--- src/amc_pkg.sv ---
// constants and types shared by the amplifier control logic
`default_nettype none
package amc_pkg;
   // timing figures as printed and their cycle counts at the core clock
   localparam int CLK_MHZ          = 125;
   localparam int SOFT_MUTE_MS     = 15;
   localparam int HARD_MUTE_US     = 400;
   localparam int SOFT_MUTE_CYC    = SOFT_MUTE_MS * 1000 * CLK_MHZ;
   localparam int HARD_MUTE_CYC    = HARD_MUTE_US * CLK_MHZ;

   // instruction and data byte layout
   localparam int NUM_INSTR        = 4;
   localparam int NUM_DATA         = 5;
   localparam int IB_FIRST         = 0;
   localparam int IB_SECOND        = 1;
   localparam int IB_FOURTH        = 3;
   localparam int DB_SECOND        = 1;
   localparam int START_BIT        = 0;
   localparam int FAST_MUTE_BIT    = 0;
   localparam int REAR_MUTE_BIT    = 1;
   localparam int FRONT_MUTE_BIT   = 2;
   localparam int SLOW_SHUT_BIT    = 6;
   localparam int CM_TRACK_BIT     = 7;
   localparam int POR_FLAG_BIT     = 7;
   localparam logic [7:0] INSTR_RST   = 8'h00;
   localparam logic [7:0] RD_FILL     = 8'h00;

   // slave address bytes with the direction bit at zero
   localparam logic [7:0] ADDR_R100K  = 8'hdc;
   localparam logic [7:0] ADDR_R30K   = 8'hde;
   localparam logic [7:0] ADDR_R10K   = 8'hd4;
   localparam logic [7:0] ADDR_HIGH   = 8'hda;

   // classified state of the address select pin
   typedef enum logic [2:0] {
      ASEL_SHORT = 3'h0,
      ASEL_R10K  = 3'h1,
      ASEL_R30K  = 3'h2,
      ASEL_R100K = 3'h3,
      ASEL_HIGH  = 3'h4,
      ASEL_OPEN  = 3'h5
   } amc_asel_t;

   // level of the standby pin; in bus mode any level but off is high
   typedef enum logic [1:0] {
      STB_OFF  = 2'h0,
      STB_MUTE = 2'h1,
      STB_OPER = 2'h2
   } amc_stb_t;

   typedef enum logic [3:0] {
      ST_OFF  = 4'h1,
      ST_IDLE = 4'h2,
      ST_RUN  = 4'h4,
      ST_SHUT = 4'h8
   } amc_amp_t;

   typedef enum logic [7:0] {
      SL_IDLE  = 8'h01,
      SL_ADDR  = 8'h02,
      SL_ACKA  = 8'h04,
      SL_WRITE = 8'h08,
      SL_ACKW  = 8'h10,
      SL_READ  = 8'h20,
      SL_RACK  = 8'h40,
      SL_RNEXT = 8'h80
   } amc_sl_t;
endpackage
`default_nettype wire
--- src/amc_byte_if.sv ---
// byte level link between the two-wire slave and the control core
`default_nettype none
interface amc_byte_if;
   logic       en;
   logic [6:0] addr;
   logic [7:0] rd_data;
   logic       start;
   logic       stop;
   logic       rw;
   logic       wr_valid;
   logic [7:0] wr_data;
   logic       rd_done;
   modport slave (input en, addr, rd_data, output start, stop, rw, wr_valid, wr_data, rd_done);
   modport ctrl  (output en, addr, rd_data, input start, stop, rw, wr_valid, wr_data, rd_done);
endinterface
`default_nettype wire

--- src/amc_core.sv ---
// mode select, standby sequencing, mute timing and diagnostic latches
`default_nettype none
// Behaviour
// - a shorted address select pin selects legacy mode without bus traffic
// - pull-downs of 100k, 30k, 10k give addresses dc, de, d4
// - forced high voltage or pull-up on address select gives address da
// - address latched only while supply above 6 V; held below it
// - legacy standby is off, mute, operating; amplifier starts on mute or operating
// - legacy mute transitions are timed by a 15 ms timer
// - legacy operating to off applies hard mute within 400 us, then shuts down
// - bus mode with standby low: quiescent and no load on bus lines
// - bus mode standby high: operate, power-on reset, fault pin pulled low
// - start bit written one starts amplifier, clears reset flag, releases fault pin
// - front and rear pairs soft mute independently, each in 15 ms
// - hard mute mutes all four channels together within 400 us
// - release of hard mute unmutes softly over about 15 ms
// - bus mode standby low after start: hard mute first (soft mute if fourth byte bit 6 set), then shut down
// - diagnostic latch bits set on fault and stay set until read clears
// - latches clear only after a read of all five data bytes
// - enabled fault pin shows live fault, released as soon as fault clears
// - fourth instruction byte bit 7 makes common mode track the supply
// - a write transfer carries four instruction bytes, first through fourth
// - power-on reset clears every instruction bit to zero
module amc_core
   import amc_pkg::*;
#(
   parameter int SOFT_CYC = SOFT_MUTE_CYC, // soft mute ramp length in cycles
   parameter int HARD_CYC = HARD_MUTE_CYC  // hard mute ramp length in cycles
) (
   input  wire logic                     CLK_IN,              // core clock, 125 MHz
   input  wire logic                     RSTN_IN,             // async reset, active low
   input  wire amc_pkg::amc_asel_t       ADDR_SEL_CODE_IN,    // classified address select pin
   input  wire logic                     SUPPLY_OK_IN,        // supply above 6 V
   input  wire amc_pkg::amc_stb_t        STANDBY_LEVEL_IN,    // classified standby pin level
   input  wire logic                     SCL_IN,              // bus clock level
   input  wire logic                     SDA_IN,              // bus data level
   input  wire logic [8*NUM_DATA-1:0]    FAULT_IN,            // live fault sources per data bit
   input  wire logic [8*NUM_DATA-1:0]    FAULT_PIN_MASK_IN,   // faults reported on the fault pin
   output var  logic                     SDA_OUT,             // bus data drive value, always low
   output var  logic                     SDA_OEN_OUT,         // low while pulling bus data low
   output var  logic                     FAULT_PIN_OUT,       // fault pin drive value, always low
   output var  logic                     FAULT_PIN_OEN_OUT,   // low while pulling fault pin low
   output var  logic                     BUS_MODE_OUT,        // two-wire bus mode selected
   output var  logic                     ADDR_VALID_OUT,      // latched address is valid
   output var  logic [6:0]               SLAVE_ADDR_OUT,      // latched seven-bit address
   output var  logic                     AMP_ON_OUT,          // amplifier powered
   output var  logic                     AMP_STARTED_OUT,     // amplifier started and running
   output var  logic [1:0]               PAIR_MUTED_OUT,      // front (0) and rear (1) muted
   output var  logic                     HARD_MUTE_OUT,       // hard mute requested
   output var  logic                     CM_TRACK_SUPPLY_OUT, // ripple capacitor disconnected
   output var  logic [8*NUM_INSTR-1:0]   INSTR_OUT,           // instruction bytes, first in low byte
   output var  logic [8*NUM_DATA-1:0]    FAULT_REPORT_PIN_LATCH_OUT,      // latched diagnostic bits
   output var  logic                     POR_FLAG_OUT         // power-on reset occurred flag
);
   localparam int TW = $clog2(SOFT_CYC + 1);

   generate
      if (HARD_CYC < 1 || SOFT_CYC < HARD_CYC) begin : g_bad
         $error("amc_core: need 1 <= HARD_CYC <= SOFT_CYC");
      end
   endgenerate

   amc_byte_if bus ();

   amc_amp_t             amp_r;
   logic [7:0]           ib_r [NUM_INSTR];
   logic [2:0]           wr_idx_r;
   logic [2:0]           rd_cnt_r;
   logic                 rd_xfer_r;
   logic                 por_r;
   logic [6:0]           addr_r;
   logic                 addr_valid_r;
   logic [8*NUM_DATA-1:0] fault_report_pin_r;
   logic                 fault_oen_r;
   logic [1:0]           muted_r;
   logic [TW-1:0]        tmr_r [2];

   // mode and address decode
   // short selects legacy
   wire legacy     = (ADDR_SEL_CODE_IN == ASEL_SHORT);
   wire bus_mode   = ~legacy;
   wire stb_hi     = (STANDBY_LEVEL_IN != STB_OFF);
   wire stb_mute   = (STANDBY_LEVEL_IN == STB_MUTE);
   wire [7:0] asel_byte = (ADDR_SEL_CODE_IN == ASEL_R100K) ? ADDR_R100K :
                          (ADDR_SEL_CODE_IN == ASEL_R30K)  ? ADDR_R30K  :
                          (ADDR_SEL_CODE_IN == ASEL_R10K)  ? ADDR_R10K  : ADDR_HIGH;
   wire asel_ok    = (ADDR_SEL_CODE_IN == ASEL_R100K) || (ADDR_SEL_CODE_IN == ASEL_R30K) ||
                     (ADDR_SEL_CODE_IN == ASEL_R10K)  || (ADDR_SEL_CODE_IN == ASEL_HIGH);

   // bus events
   wire por_evt    = bus_mode & stb_hi & (amp_r == ST_OFF);
   wire ib_wr      = bus.wr_valid & bus_mode & (wr_idx_r < 3'(NUM_INSTR));
   wire start_wr   = ib_wr & (wr_idx_r == 3'(IB_FIRST)) & bus.wr_data[START_BIT];
   wire xfer_end   = bus.start | bus.stop;
   wire rd_clear   = xfer_end & rd_xfer_r & (rd_cnt_r == 3'(NUM_DATA));

   // mute requests
   wire in_shut    = (amp_r == ST_SHUT);
   wire amp_live   = (amp_r == ST_RUN) | in_shut;
   wire slow_shut  = bus_mode & ib_r[IB_FOURTH][SLOW_SHUT_BIT];
   wire hard_req   = (bus_mode & ib_r[IB_SECOND][FAST_MUTE_BIT]) | (in_shut & ~slow_shut);
   wire [1:0] soft_req;
   assign soft_req[0] = (bus_mode ? ib_r[IB_SECOND][FRONT_MUTE_BIT] : stb_mute) | (in_shut & slow_shut);
   assign soft_req[1] = (bus_mode ? ib_r[IB_SECOND][REAR_MUTE_BIT] : stb_mute) | (in_shut & slow_shut);

   // read data: data bytes in order, reset flag in the second byte
   wire [8*NUM_DATA-1:0] db_view = fault_report_pin_r | ((8*NUM_DATA)'(por_r) << (8 * DB_SECOND + POR_FLAG_BIT));
   assign bus.rd_data = (rd_cnt_r < 3'(NUM_DATA)) ? db_view[8*rd_cnt_r +: 8] : RD_FILL;
   assign bus.en      = bus_mode & stb_hi & addr_valid_r;
   assign bus.addr    = addr_r;

   amc_i2c_slave u_slave (
      .clk_in      (CLK_IN),
      .rstn_in     (RSTN_IN),
      .scl_in      (SCL_IN),
      .sda_in      (SDA_IN),
      .sda_oen_out (SDA_OEN_OUT),
      .bus         (bus)
   );

   always_ff @(posedge CLK_IN or negedge RSTN_IN) begin
      if (!RSTN_IN) begin
         addr_r       <= 7'h00;
         addr_valid_r <= 1'b0;
      end else if (SUPPLY_OK_IN) begin
         addr_r       <= asel_byte[7:1];
         addr_valid_r <= asel_ok;
      end else if (por_evt) begin
         addr_valid_r <= 1'b0;
      end
   end

   // amplifier state
   always_ff @(posedge CLK_IN or negedge RSTN_IN) begin
      if (!RSTN_IN) begin
         amp_r <= ST_OFF;
      end else begin
         case (amp_r)
            ST_OFF: begin
               // legacy starts at mute or operate
               if (stb_hi) begin
                  amp_r <= bus_mode ? ST_IDLE : ST_RUN;
               end
            end
            ST_IDLE: begin
               if (!stb_hi || legacy) begin
                  amp_r <= ST_OFF;
               end else if (ib_r[IB_FIRST][START_BIT]) begin
                  amp_r <= ST_RUN;
               end
            end
            ST_RUN: begin
               if (!stb_hi) begin
                  amp_r <= ST_SHUT;
               end
            end
            ST_SHUT: begin
               if (&muted_r) begin
                  amp_r <= ST_OFF;
               end
            end
            default: begin
               amp_r <= ST_OFF;
            end
         endcase
      end
   end

   // per pair mute timers
   genvar p;
   generate
      for (p = 0; p < 2; p++) begin : g_pair
         wire          target = soft_req[p] | hard_req;
         // unmute always takes the soft time
         wire [TW-1:0] limit  = (hard_req & target) ? TW'(HARD_CYC - 1) : TW'(SOFT_CYC - 1);
         always_ff @(posedge CLK_IN or negedge RSTN_IN) begin
            if (!RSTN_IN) begin
               muted_r[p] <= 1'b1;
               tmr_r[p]   <= '0;
            end else if (!amp_live || target == muted_r[p]) begin
               muted_r[p] <= muted_r[p] | ~amp_live;
               tmr_r[p]   <= '0;
            end else if (tmr_r[p] >= limit) begin
               muted_r[p] <= target;
               tmr_r[p]   <= '0;
            end else begin
               tmr_r[p]   <= tmr_r[p] + TW'(1);
            end
         end
      end
   endgenerate

   // instruction bytes
   genvar b;
   generate
      for (b = 0; b < NUM_INSTR; b++) begin : g_ib
         always_ff @(posedge CLK_IN or negedge RSTN_IN) begin
            if (!RSTN_IN) begin
               ib_r[b] <= INSTR_RST;
            end else if (por_evt || legacy) begin
               ib_r[b] <= INSTR_RST;
            end else if (ib_wr && wr_idx_r == 3'(b)) begin
               ib_r[b] <= bus.wr_data;
            end
         end
         assign INSTR_OUT[8*b +: 8] = ib_r[b];
      end
   endgenerate

   // transfer byte counters
   always_ff @(posedge CLK_IN or negedge RSTN_IN) begin
      if (!RSTN_IN) begin
         wr_idx_r  <= 3'h0;
         rd_cnt_r  <= 3'h0;
         rd_xfer_r <= 1'b0;
      end else if (xfer_end) begin
         wr_idx_r  <= 3'h0;
         rd_cnt_r  <= 3'h0;
         rd_xfer_r <= 1'b0;
      end else begin
         if (bus.wr_valid && wr_idx_r != 3'h7) begin
            wr_idx_r <= wr_idx_r + 3'h1;
         end
         if (bus.rd_done) begin
            rd_xfer_r <= 1'b1;
            if (rd_cnt_r != 3'(NUM_DATA)) begin
               rd_cnt_r <= rd_cnt_r + 3'h1;
            end
         end
      end
   end

   // reset flag, diagnostic latches and fault pin
   always_ff @(posedge CLK_IN or negedge RSTN_IN) begin
      if (!RSTN_IN) begin
         por_r       <= 1'b0;
         fault_report_pin_r      <= '0;
         fault_oen_r <= 1'b1;
      end else begin
         if (por_evt) begin
            por_r <= 1'b1;
         end else if (start_wr || legacy) begin
            por_r <= 1'b0;
         end
         fault_report_pin_r      <= (fault_report_pin_r & ~{(8*NUM_DATA){rd_clear}}) | FAULT_IN;
         fault_oen_r <= ~(por_r | (|(FAULT_IN & FAULT_PIN_MASK_IN)));
      end
   end

   assign SDA_OUT             = 1'b0;
   assign FAULT_PIN_OUT       = 1'b0;
   assign FAULT_PIN_OEN_OUT   = fault_oen_r;
   assign BUS_MODE_OUT        = bus_mode;
   assign ADDR_VALID_OUT      = addr_valid_r;
   assign SLAVE_ADDR_OUT      = addr_r;
   assign AMP_ON_OUT          = (amp_r != ST_OFF);
   assign AMP_STARTED_OUT     = amp_live;
   assign PAIR_MUTED_OUT      = muted_r;
   assign HARD_MUTE_OUT       = hard_req;
   assign CM_TRACK_SUPPLY_OUT = ib_r[IB_FOURTH][CM_TRACK_BIT];
   assign FAULT_REPORT_PIN_LATCH_OUT      = fault_report_pin_r;
   assign POR_FLAG_OUT        = por_r;
endmodule
`default_nettype wire

--- src/amc_i2c_slave.sv ---
// two-wire bus slave: address match, byte write and byte read
`default_nettype none
module amc_i2c_slave
   import amc_pkg::*;
(
   input  wire logic   clk_in,      // core clock
   input  wire logic   rstn_in,     // async reset, active low
   input  wire logic   scl_in,      // bus clock level
   input  wire logic   sda_in,      // bus data level
   output var  logic   sda_oen_out, // low while pulling data low
   amc_byte_if.slave   bus          // byte link to the core
);
   amc_sl_t    state_r;
   logic       scl_q_r;
   logic       sda_q_r;
   logic [7:0] sh_r;
   logic [7:0] tx_r;
   logic [3:0] cnt_r;
   logic       rw_r;
   logic       wr_valid_r;
   logic       rd_done_r;

   wire scl_rise  = scl_in & ~scl_q_r;
   wire scl_fall  = ~scl_in & scl_q_r;
   wire start_det = scl_in & scl_q_r & sda_q_r & ~sda_in;
   wire stop_det  = scl_in & scl_q_r & ~sda_q_r & sda_in;
   wire byte_full = (cnt_r == 4'h8);

   assign bus.start    = bus.en & start_det;
   assign bus.stop     = bus.en & stop_det;
   assign bus.rw       = rw_r;
   assign bus.wr_data  = sh_r;
   assign bus.wr_valid = wr_valid_r;
   assign bus.rd_done  = rd_done_r;

   always_ff @(posedge clk_in or negedge rstn_in) begin
      if (!rstn_in) begin
         scl_q_r <= 1'b1;
         sda_q_r <= 1'b1;
      end else begin
         scl_q_r <= scl_in;
         sda_q_r <= sda_in;
      end
   end

   always_ff @(posedge clk_in or negedge rstn_in) begin
      if (!rstn_in) begin
         state_r     <= SL_IDLE;
         sda_oen_out <= 1'b1;
         sh_r        <= 8'h00;
         tx_r        <= 8'h00;
         cnt_r       <= 4'h0;
         rw_r        <= 1'b0;
         wr_valid_r  <= 1'b0;
         rd_done_r   <= 1'b0;
      end else begin
         wr_valid_r <= 1'b0;
         rd_done_r  <= 1'b0;
         if (!bus.en || stop_det) begin
            state_r     <= SL_IDLE;
            sda_oen_out <= 1'b1;
         end else if (start_det) begin
            state_r     <= SL_ADDR;
            sda_oen_out <= 1'b1;
            cnt_r       <= 4'h0;
         end else begin
            case (state_r)
               SL_ADDR, SL_WRITE: begin
                  if (scl_rise) begin
                     sh_r  <= {sh_r[6:0], sda_in};
                     cnt_r <= cnt_r + 4'h1;
                  end else if (scl_fall && byte_full) begin
                     if (state_r == SL_WRITE) begin
                        wr_valid_r  <= 1'b1;
                        sda_oen_out <= 1'b0;
                        state_r     <= SL_ACKW;
                     end else if (sh_r[7:1] == bus.addr) begin
                        rw_r        <= sh_r[0];
                        sda_oen_out <= 1'b0;
                        state_r     <= SL_ACKA;
                     end else begin
                        state_r <= SL_IDLE;
                     end
                  end
               end
               SL_ACKA, SL_ACKW, SL_RNEXT: begin
                  if (scl_fall) begin
                     cnt_r <= 4'h0;
                     if (state_r == SL_ACKW || !rw_r) begin
                        sda_oen_out <= 1'b1;
                        state_r     <= SL_WRITE;
                     end else begin
                        tx_r        <= bus.rd_data;
                        sda_oen_out <= bus.rd_data[7];
                        state_r     <= SL_READ;
                     end
                  end
               end
               SL_READ: begin
                  if (scl_fall) begin
                     if (cnt_r == 4'h7) begin
                        sda_oen_out <= 1'b1;
                        state_r     <= SL_RACK;
                     end else begin
                        tx_r        <= {tx_r[6:0], 1'b0};
                        sda_oen_out <= tx_r[6];
                        cnt_r       <= cnt_r + 4'h1;
                     end
                  end
               end
               SL_RACK: begin
                  if (scl_rise) begin
                     rd_done_r <= 1'b1;
                     state_r   <= sda_in ? SL_IDLE : SL_RNEXT;
                  end
               end
               default: begin
                  state_r     <= SL_IDLE;
                  sda_oen_out <= 1'b1;
               end
            endcase
         end
      end
   end
endmodule
`default_nettype wire

--- config.mk ---
export PLATFORM = sky130hd
export DESIGN_NAME = amc_core
export DESIGN_NICKNAME = d
export VERILOG_FILES = /design/src/amc_pkg.sv /design/src/amc_byte_if.sv /design/src/amc_core.sv /design/src/amc_i2c_slave.sv
export SDC_FILE = /design/constraint.sdc
export NUM_CORES = 1
export LEC_CHECK = 0
export ABC_AREA = 1
export ABC_CLOCK_PERIOD_IN_PS = 6710
export BUFFER_PORTS_ARGS = -buffer_cell sky130_fd_sc_hd__buf_4
export CAP_MARGIN = 20
export CORE_UTILIZATION = 61
export DETAILED_ROUTE_END_ITERATION = 10
export PLACE_DENSITY = 0.95
export SYNTH_ARGS = -nofsm -noshare
export SYNTH_HDL_FRONTEND = slang
export SYNTH_SLANG_ARGS = --single-unit
--- constraint.sdc ---
create_clock -name CLK_IN -period 6.71 [get_ports CLK_IN]
set_input_delay 0.671 -clock CLK_IN [delete_from_list [all_inputs] [get_ports CLK_IN]]
set_output_delay 0.671 -clock CLK_IN [all_outputs]
set_load 0.005 [all_outputs]
==> results of run 1 <==
through the flow:
stage               total power [mW]  setup WS (ns)   util  instance area, um^2  hold WS [ns]
floorplan                       1.82           3.24      -                 9710         0.375
finish                          3.27           3.29  0.765                11800         0.331
CTS                             3.25           3.30  0.765                11800         0.381
global placement                2.16           3.02  0.725                11100         0.468
detailed placement              2.21           2.95  0.725                11100         0.475
global route                    3.43           2.91  0.765                11800         0.382
layer usage:
layer / vias up / share of wire / global-route usage
met5: - / 0 / 0
met4: 0 / 0.066 / 0.230
met3: 156 / 0.071 / 0.0718
met2: 572 / 0.50 / 0.639
met1: 4397 / 0.36 / 0.385
li1: 4299 / - / -
logic make-up after synthesis:
logic type                 count (synthesis)  share of synthesized area
adders and majority gates                 38                     0.0490
DFF                                      167                      0.432
AOI/OAI and AO/OA                        212                      0.133
xor gates and xnor gates                  29                     0.0262
other                                      1                   0.000387
buffers and inverters                    187                     0.0831
and+or+nand+nor                          574                      0.276
layout by cell type (no fill, tap or decap), types with 2 or more instances in the layout:
cell type / count
o22ai_1: 5
ha_1: 38
nand2_2: 10
nand2_1: 250
nor2_1: 143
conb_1: 3
nand2_4: 4
nand3_2: 2
a21oi_4: 4
nor2_4: 17
nor3_1: 23
nand3b_1: 3
dfrtp_1: 159
o21ai_1: 27
clkinvlp_4: 3
a221oi_1: 7
nor2_8: 3
dfstp_2: 8
inv_2: 6
a31oi_1: 2
a22oi_1: 4
buf_4: 179
a21oi_1: 39
or2_2: 4
a22o_1: 5
xnor2_1: 7
o21bai_1: 42
inv_6: 5
nor4_1: 3
nor2_2: 4
nand4_1: 29
clkbuf_16: 17
o21ai_0: 71
nand3_1: 74
inv_8: 3
inv_1: 157
bufinv_16: 2
xor2_1: 22
cell type report:
cell class                      instances  area share
Inverter                              165      0.0529
Timing Repair Buffer                  180       0.115
Clock buffer                           17      0.0362
Sequential cell                       167       0.356
Clock inverter                         15      0.0158
Tap cell                              211      0.0225
Multi-Input combinational cell        856       0.401
power by group through the flow:
stage,clock (mW),combinational [mW],sequential (mW)
floorplan,0,0.597,1.23
global placement,0,0.916,1.24
detailed placement,0,0.963,1.25
CTS,1.02,0.995,1.24
global route,1.07,1.11,1.25
finish,1.02,1.00,1.24
state kept, by name (all words and copies together) (netlist names), 2 cells and up:
signal	cells
SLAVE_ADDR_OUT	4
FAULT_REPORT_PIN_LATCH_OUT	40
u_slave.cnt_r	4
amp_r	4
PAIR_MUTED_OUT	2
wr_idx_r	3
INSTR_OUT	31
u_slave.state_r	8
tmr_r	42
rd_cnt_r	3
u_slave.bus.wr_data	8
u_slave.tx_r	7
worst paths after layout:
kind | to | cells after the start | start
setup / recovery | tmr_r[40] | 14 | amp_r[0]
hold / removal | tmr_r[28] | 1 | RSTN_IN
setup reg to reg | tmr_r[40] | 14 | amp_r[0]
hold reg to reg | INSTR_OUT[13] | 2 | INSTR_OUT[13]
max in group asynchronous | FAULT_REPORT_PIN_LATCH_OUT[34] | 2 | RSTN_IN
min in group CLK_IN | u_slave.scl_q_r | 1 | SCL_IN
==> impl_metrics.py, run 1 <==
metrics = {
    "pwr": {
        "p_comb_frac": 0.307,
        "peakVddDrop_mv": 0.201,
        "switching_share": 0.367,
        "p_switching_mw": 1.20,
        "leakage_nw": 5.98,
        "intPower_mw": 2.07,
        "pwr-share-clk": 0.313,
        "power.density_nw_per_um2": 278,
        "p_seq_frac": 0.380,
    },
    "cells_and_area": {
        "fillCellCount": 1034,
        "diodes": 0,
        "drive_above_1_share": 0.199,
        "syn2layout_area_growth_pct": 21.2,
        "nets": 1515,
        "multi_input_area_um2": 4710,
        "seq_area_um2": 4190,
        "stdcell_count": 1611,
    },
    "floorplan": {
        "coreArea_um2": 15400,
        "die_w_um": 128,
        "die_h_um": 128,
        "fp-row-count": 45,
        "ios": 182,
        "initial_utilization": 0.631,
        "die_area_um2": 16400,
    },
    "placement": {
        "gp_congestion": 0.927,
        "place_hpwl_um": 19600,
        "place_inst": 1579,
        "port_buffers": 178,
    },
    "yosys": {
        "syn_area_um2": 9700,
        "netlist.area_leader.share": 0.410,
        "yosys.cell_count.top_type": "nand2_1",
        "synth_top_area_cell": "dfrtp_1",
        "synth_cells": 1208,
        "seq_area_frac_synth": 0.432,
        "syn_area_per_cell_um2": 8.03,
        "synth-edff-count": 0,
        "yosys_warnings": 0,
        "synth_commonest_cells": "nand2_1, dfrtp_1, inv_1",
        "synth_cell_type_count": 50,
        "ys_ff_latch": 167,
        "synth_top_flop_cell": "dfrtp_1",
        "synth_area_leaders": "dfrtp_1, nand2_1, inv_1",
        "async_reset_ff_frac": 1.00,
    },
    "sta": {
        "max_freq_ghz": 0.292,
        "min_period_ns": 3.42,
        "setup_viol": 0,
        "hold_viol_final": 0,
        "setup_tns_ns": 0,
        "tightest_slew_ns": 1.00,
        "maxSlewViolCount": 0,
        "period_share": 0.510,
        "slew-limit-headroom": 0.330,
        "fin_worst_skew_ns": 0.0123,
        "rsz0062_at_grt": "false",
    },
    "clocking": {
        "postCtsSetupBuffers": 0,
        "cts_tree": "built",
        "htreeDepth": 4,
        "cts_hold_buf": 0,
        "clk_pin_slew_ns": 0.07,
        "cts_buffers": 17,
        "root_buffer": "clkbuf_16",
        "clock_latency_ns": 0.44,
        "cts.repair.resized": 0,
        "ctsLongestPathBuffers": 2,
        "cts.sinks": 167,
    },
    "setup_path": {
        "cp-start-kind": "flop",
        "max_stage_delay_ns": 0.55,
        "crit_fanout": 20,
        "rrSetupSlack_ns": 3.29,
        "crit_buf_inv": 3,
        "crit_arrival_ns": 3.77,
        "critPathTopFamily": "simple AND/OR/NAND/NOR gates",
        "critPathRequiredTime_ns": 7.06,
        "end_kind": "flop",
        "crit_top_cell": "nand2_1",
        "cpMaxStageDelayCell": "dfstp_2",
        "path_class": "reg -> reg",
        "crit_chain": "nor2_1, nand2_1, inv_1, a22oi_1, buf_4, inv_1, ha_1, nand2_1, a21oi_1, nor3_1, nand3_1, nand2_1, nand3_1, a21oi_1",
    },
    "route": {
        "antenna_left": 0,
        "vias": 9424,
        "first_pass_iters": 10,
        "route.detailed.drc": 0,
        "avgViaCountPerCell": 5.85,
        "drt_wl_total_um": 28200,
        "wl_per_cell_um": 17.5,
        "drt_iter0_drc": 843,
    },
    "grt": {
        "grt_max_degree": 101,
        "grt_pass1_vias": 9453,
        "grt_pass1_wl_um": 45300,
        "antenna_found_initial": 0,
        "grt_usage": 0.357,
        "overflow": 0,
    },
    "hold_path": {
        "hold_class": "in -> async",
    },
    "job": {
        "cap_violations": 0,
    },
    "status": {
        "status": "complete, no violations",
    },
}
No activity file was read; power rests on OpenSTA's default activity.
==> run 2: changes to the inputs <==
Settings changed: ABC_CLOCK_PERIOD_IN_PS 6710 to 3300, CORE_UTILIZATION 61 to 56, PLACE_DENSITY 0.95 to 0.88.
Clock period 6.71 ns to 3.3 ns, I/O delays scaled along.
==> impl_metrics.py, run 2 (synthesized netlist as in run 1, its figures left out) <==
metrics = {
    "clocking": {
        "cts_tree": "built",
        "ctsLongestPathBuffers": 2,
        "clock_latency_ns": 0.46,
        "clk_pin_slew_ns": 0.07,
        "cts.sinks": 167,
        "htreeDepth": 4,
        "cts_buffers": 17,
        "root_buffer": "clkbuf_16",
    },
    "cells_and_area": {
        "largest_register_ffs": 42,
        "diodes": 0,
        "final_cell_mix": "nand2_1, buf_4, dfrtp_1",
        "fillCellCount": 1248,
        "syn2layout_area_growth_pct": 22.2,
        "final_common_cell": "nand2_1",
        "drive_above_1_share": 0.206,
        "nets": 1526,
        "top_register": "tmr_r",
    },
    "sta": {
        "setup_tns_ns": 0,
        "min_period_ns": 3.01,
        "hold_viol_final": 0,
        "fin_worst_skew_ns": 0.0166,
        "setup_viol": 0,
        "max_freq_ghz": 0.333,
        "tightest_slew_ns": 0.895,
        "rsz0062_at_grt": "false",
        "slew-limit-headroom": 0.402,
        "maxSlewViolCount": 0,
        "period_share": 0.911,
    },
    "floorplan": {
        "die_h_um": 134,
        "ios": 182,
        "initial_utilization": 0.579,
        "fp-row-count": 47,
        "die_w_um": 134,
        "die_area_um2": 17900,
        "coreArea_um2": 16800,
    },
    "setup_path": {
        "path_class": "reg -> reg",
        "cp-start-kind": "flop",
        "rrSetupSlack_ns": 0.29,
        "end_kind": "flop",
        "crit_fanout": 19,
        "critPathRequiredTime_ns": 3.69,
        "reg2reg_from": "amp_r[0]",
        "reg2reg_to": "PAIR_MUTED_OUT[1]",
        "crit_arrival_ns": 3.40,
        "r2r_cells": 14,
    },
    "grt": {
        "grt_pass1_wl_um": 42500,
        "grt_max_degree": 73,
        "grt_usage": 0.304,
        "grt_pass1_vias": 8911,
        "antenna_found_initial": 0,
        "overflow": 0,
    },
    "hold_path": {
        "holdPathEnd": "u_slave.scl_q_r",
        "holdPathStages": 1,
        "worstHoldStart": "SCL_IN",
        "hold_class": "in -> reg",
    },
    "pwr": {
        "leakage_nw": 6.03,
        "p_total_mw": 6.55,
        "peakVddDrop_mv": 0.393,
        "power.density_nw_per_um2": 553,
    },
    "placement": {
        "place_hpwl_um": 19500,
        "gp_congestion": 0.930,
        "port_buffers": 178,
    },
    "route": {
        "vias": 9018,
        "drt_iter0_drc": 717,
        "wl_per_cell_um": 16.1,
        "route.detailed.drc": 0,
        "first_pass_iters": 8,
        "avgViaCountPerCell": 5.53,
        "antenna_left": 0,
        "drt_wl_total_um": 26300,
    },
    "job": {
        "cap_violations": 0,
    },
    "status": {
        "status": "complete, no violations",
    },
}
-- run 2: how the worst max path moves through the flow --
stage                             start  cells after the start  slack [ns]           endpoint
floorplan                      amp_r[0]                     14        0.09          tmr_r[12]
global placement    ADDR_SEL_CODE_IN[1]                     13        0.31          tmr_r[14]
detailed placement  ADDR_SEL_CODE_IN[1]                     13        0.22          tmr_r[14]
CTS                            amp_r[0]                     14        0.24  PAIR_MUTED_OUT[1]
global route                   amp_r[0]                     14         0.1  PAIR_MUTED_OUT[1]
finish                         amp_r[0]                     14        0.29  PAIR_MUTED_OUT[1]
-- run 2: power by group --
part / internal (mW) / switching [mW]
registers: 2.29 / 0.221
clock network: 1.03 / 0.964
logic: 0.815 / 1.23
total: 4.14 / 2.42
-- run 2: layout make-up --
class,count,area [um^2],share of cell area
multi-input cells,856,4730,0.399
flip-flops and latches,167,4190,0.353
repair buffers,190,1450,0.122
inverters,165,626,0.0528
clock buffers,18,439,0.0370
well taps,220,275,0.0232
clock inverters,14,149,0.0126
repair inverters,1,5.00,0.000422
-- run 2: what timing repair did --
action / 4_1_cts / 5_1_grt
hold endpoints to repair: 64 / 0
gates resized for setup: 0 / 3
endpoints found under the setup margin: 0 / 10
buffers inserted: 0 / 3
hold buffers: 1 / 0
-- run 2: worst max-delay path, cell delays in order (launching register included) --
cell        delay, ns
dfstp_2          0.54
nor2_1           0.06
nand2_1          0.11
inv_1            0.07
a22oi_2          0.26
clkinvlp_2       0.31
ha_1             0.39
nand2_1          0.07
o21ai_0          0.21
nand2_1          0.08
nand3_1          0.09
nand3_1          0.26
nand2_8          0.32
nand2_1          0.09
nand2_1          0.06
-- run 2: layer usage --
layer  vias to the layer above  track usage  share of wire
met3                        82       0.0495          0.059
li1                       4325            -              -
met1                      4237        0.353           0.39
met5                         -            0              0
met4                         0        0.160          0.040
met2                       374        0.539           0.51
-- run 2: metrics by stage --
step | cells | hold WS [ns] | area [um^2] | setup WS, ns | util
finish | 1631 | 0.0133 | 11900 | 0.293 | 0.707
global route | 1631 | 0.00824 | 11900 | 0.0962 | 0.707
CTS | 1627 | 0.00951 | 11800 | 0.243 | 0.705
detailed placement | 1594 | 0.384 | 11200 | 0.222 | 0.669
global placement | 1594 | 0.385 | 11200 | 0.311 | 0.669
floorplan | 1210 | 0.0344 | 9710 | 0.0870 | -
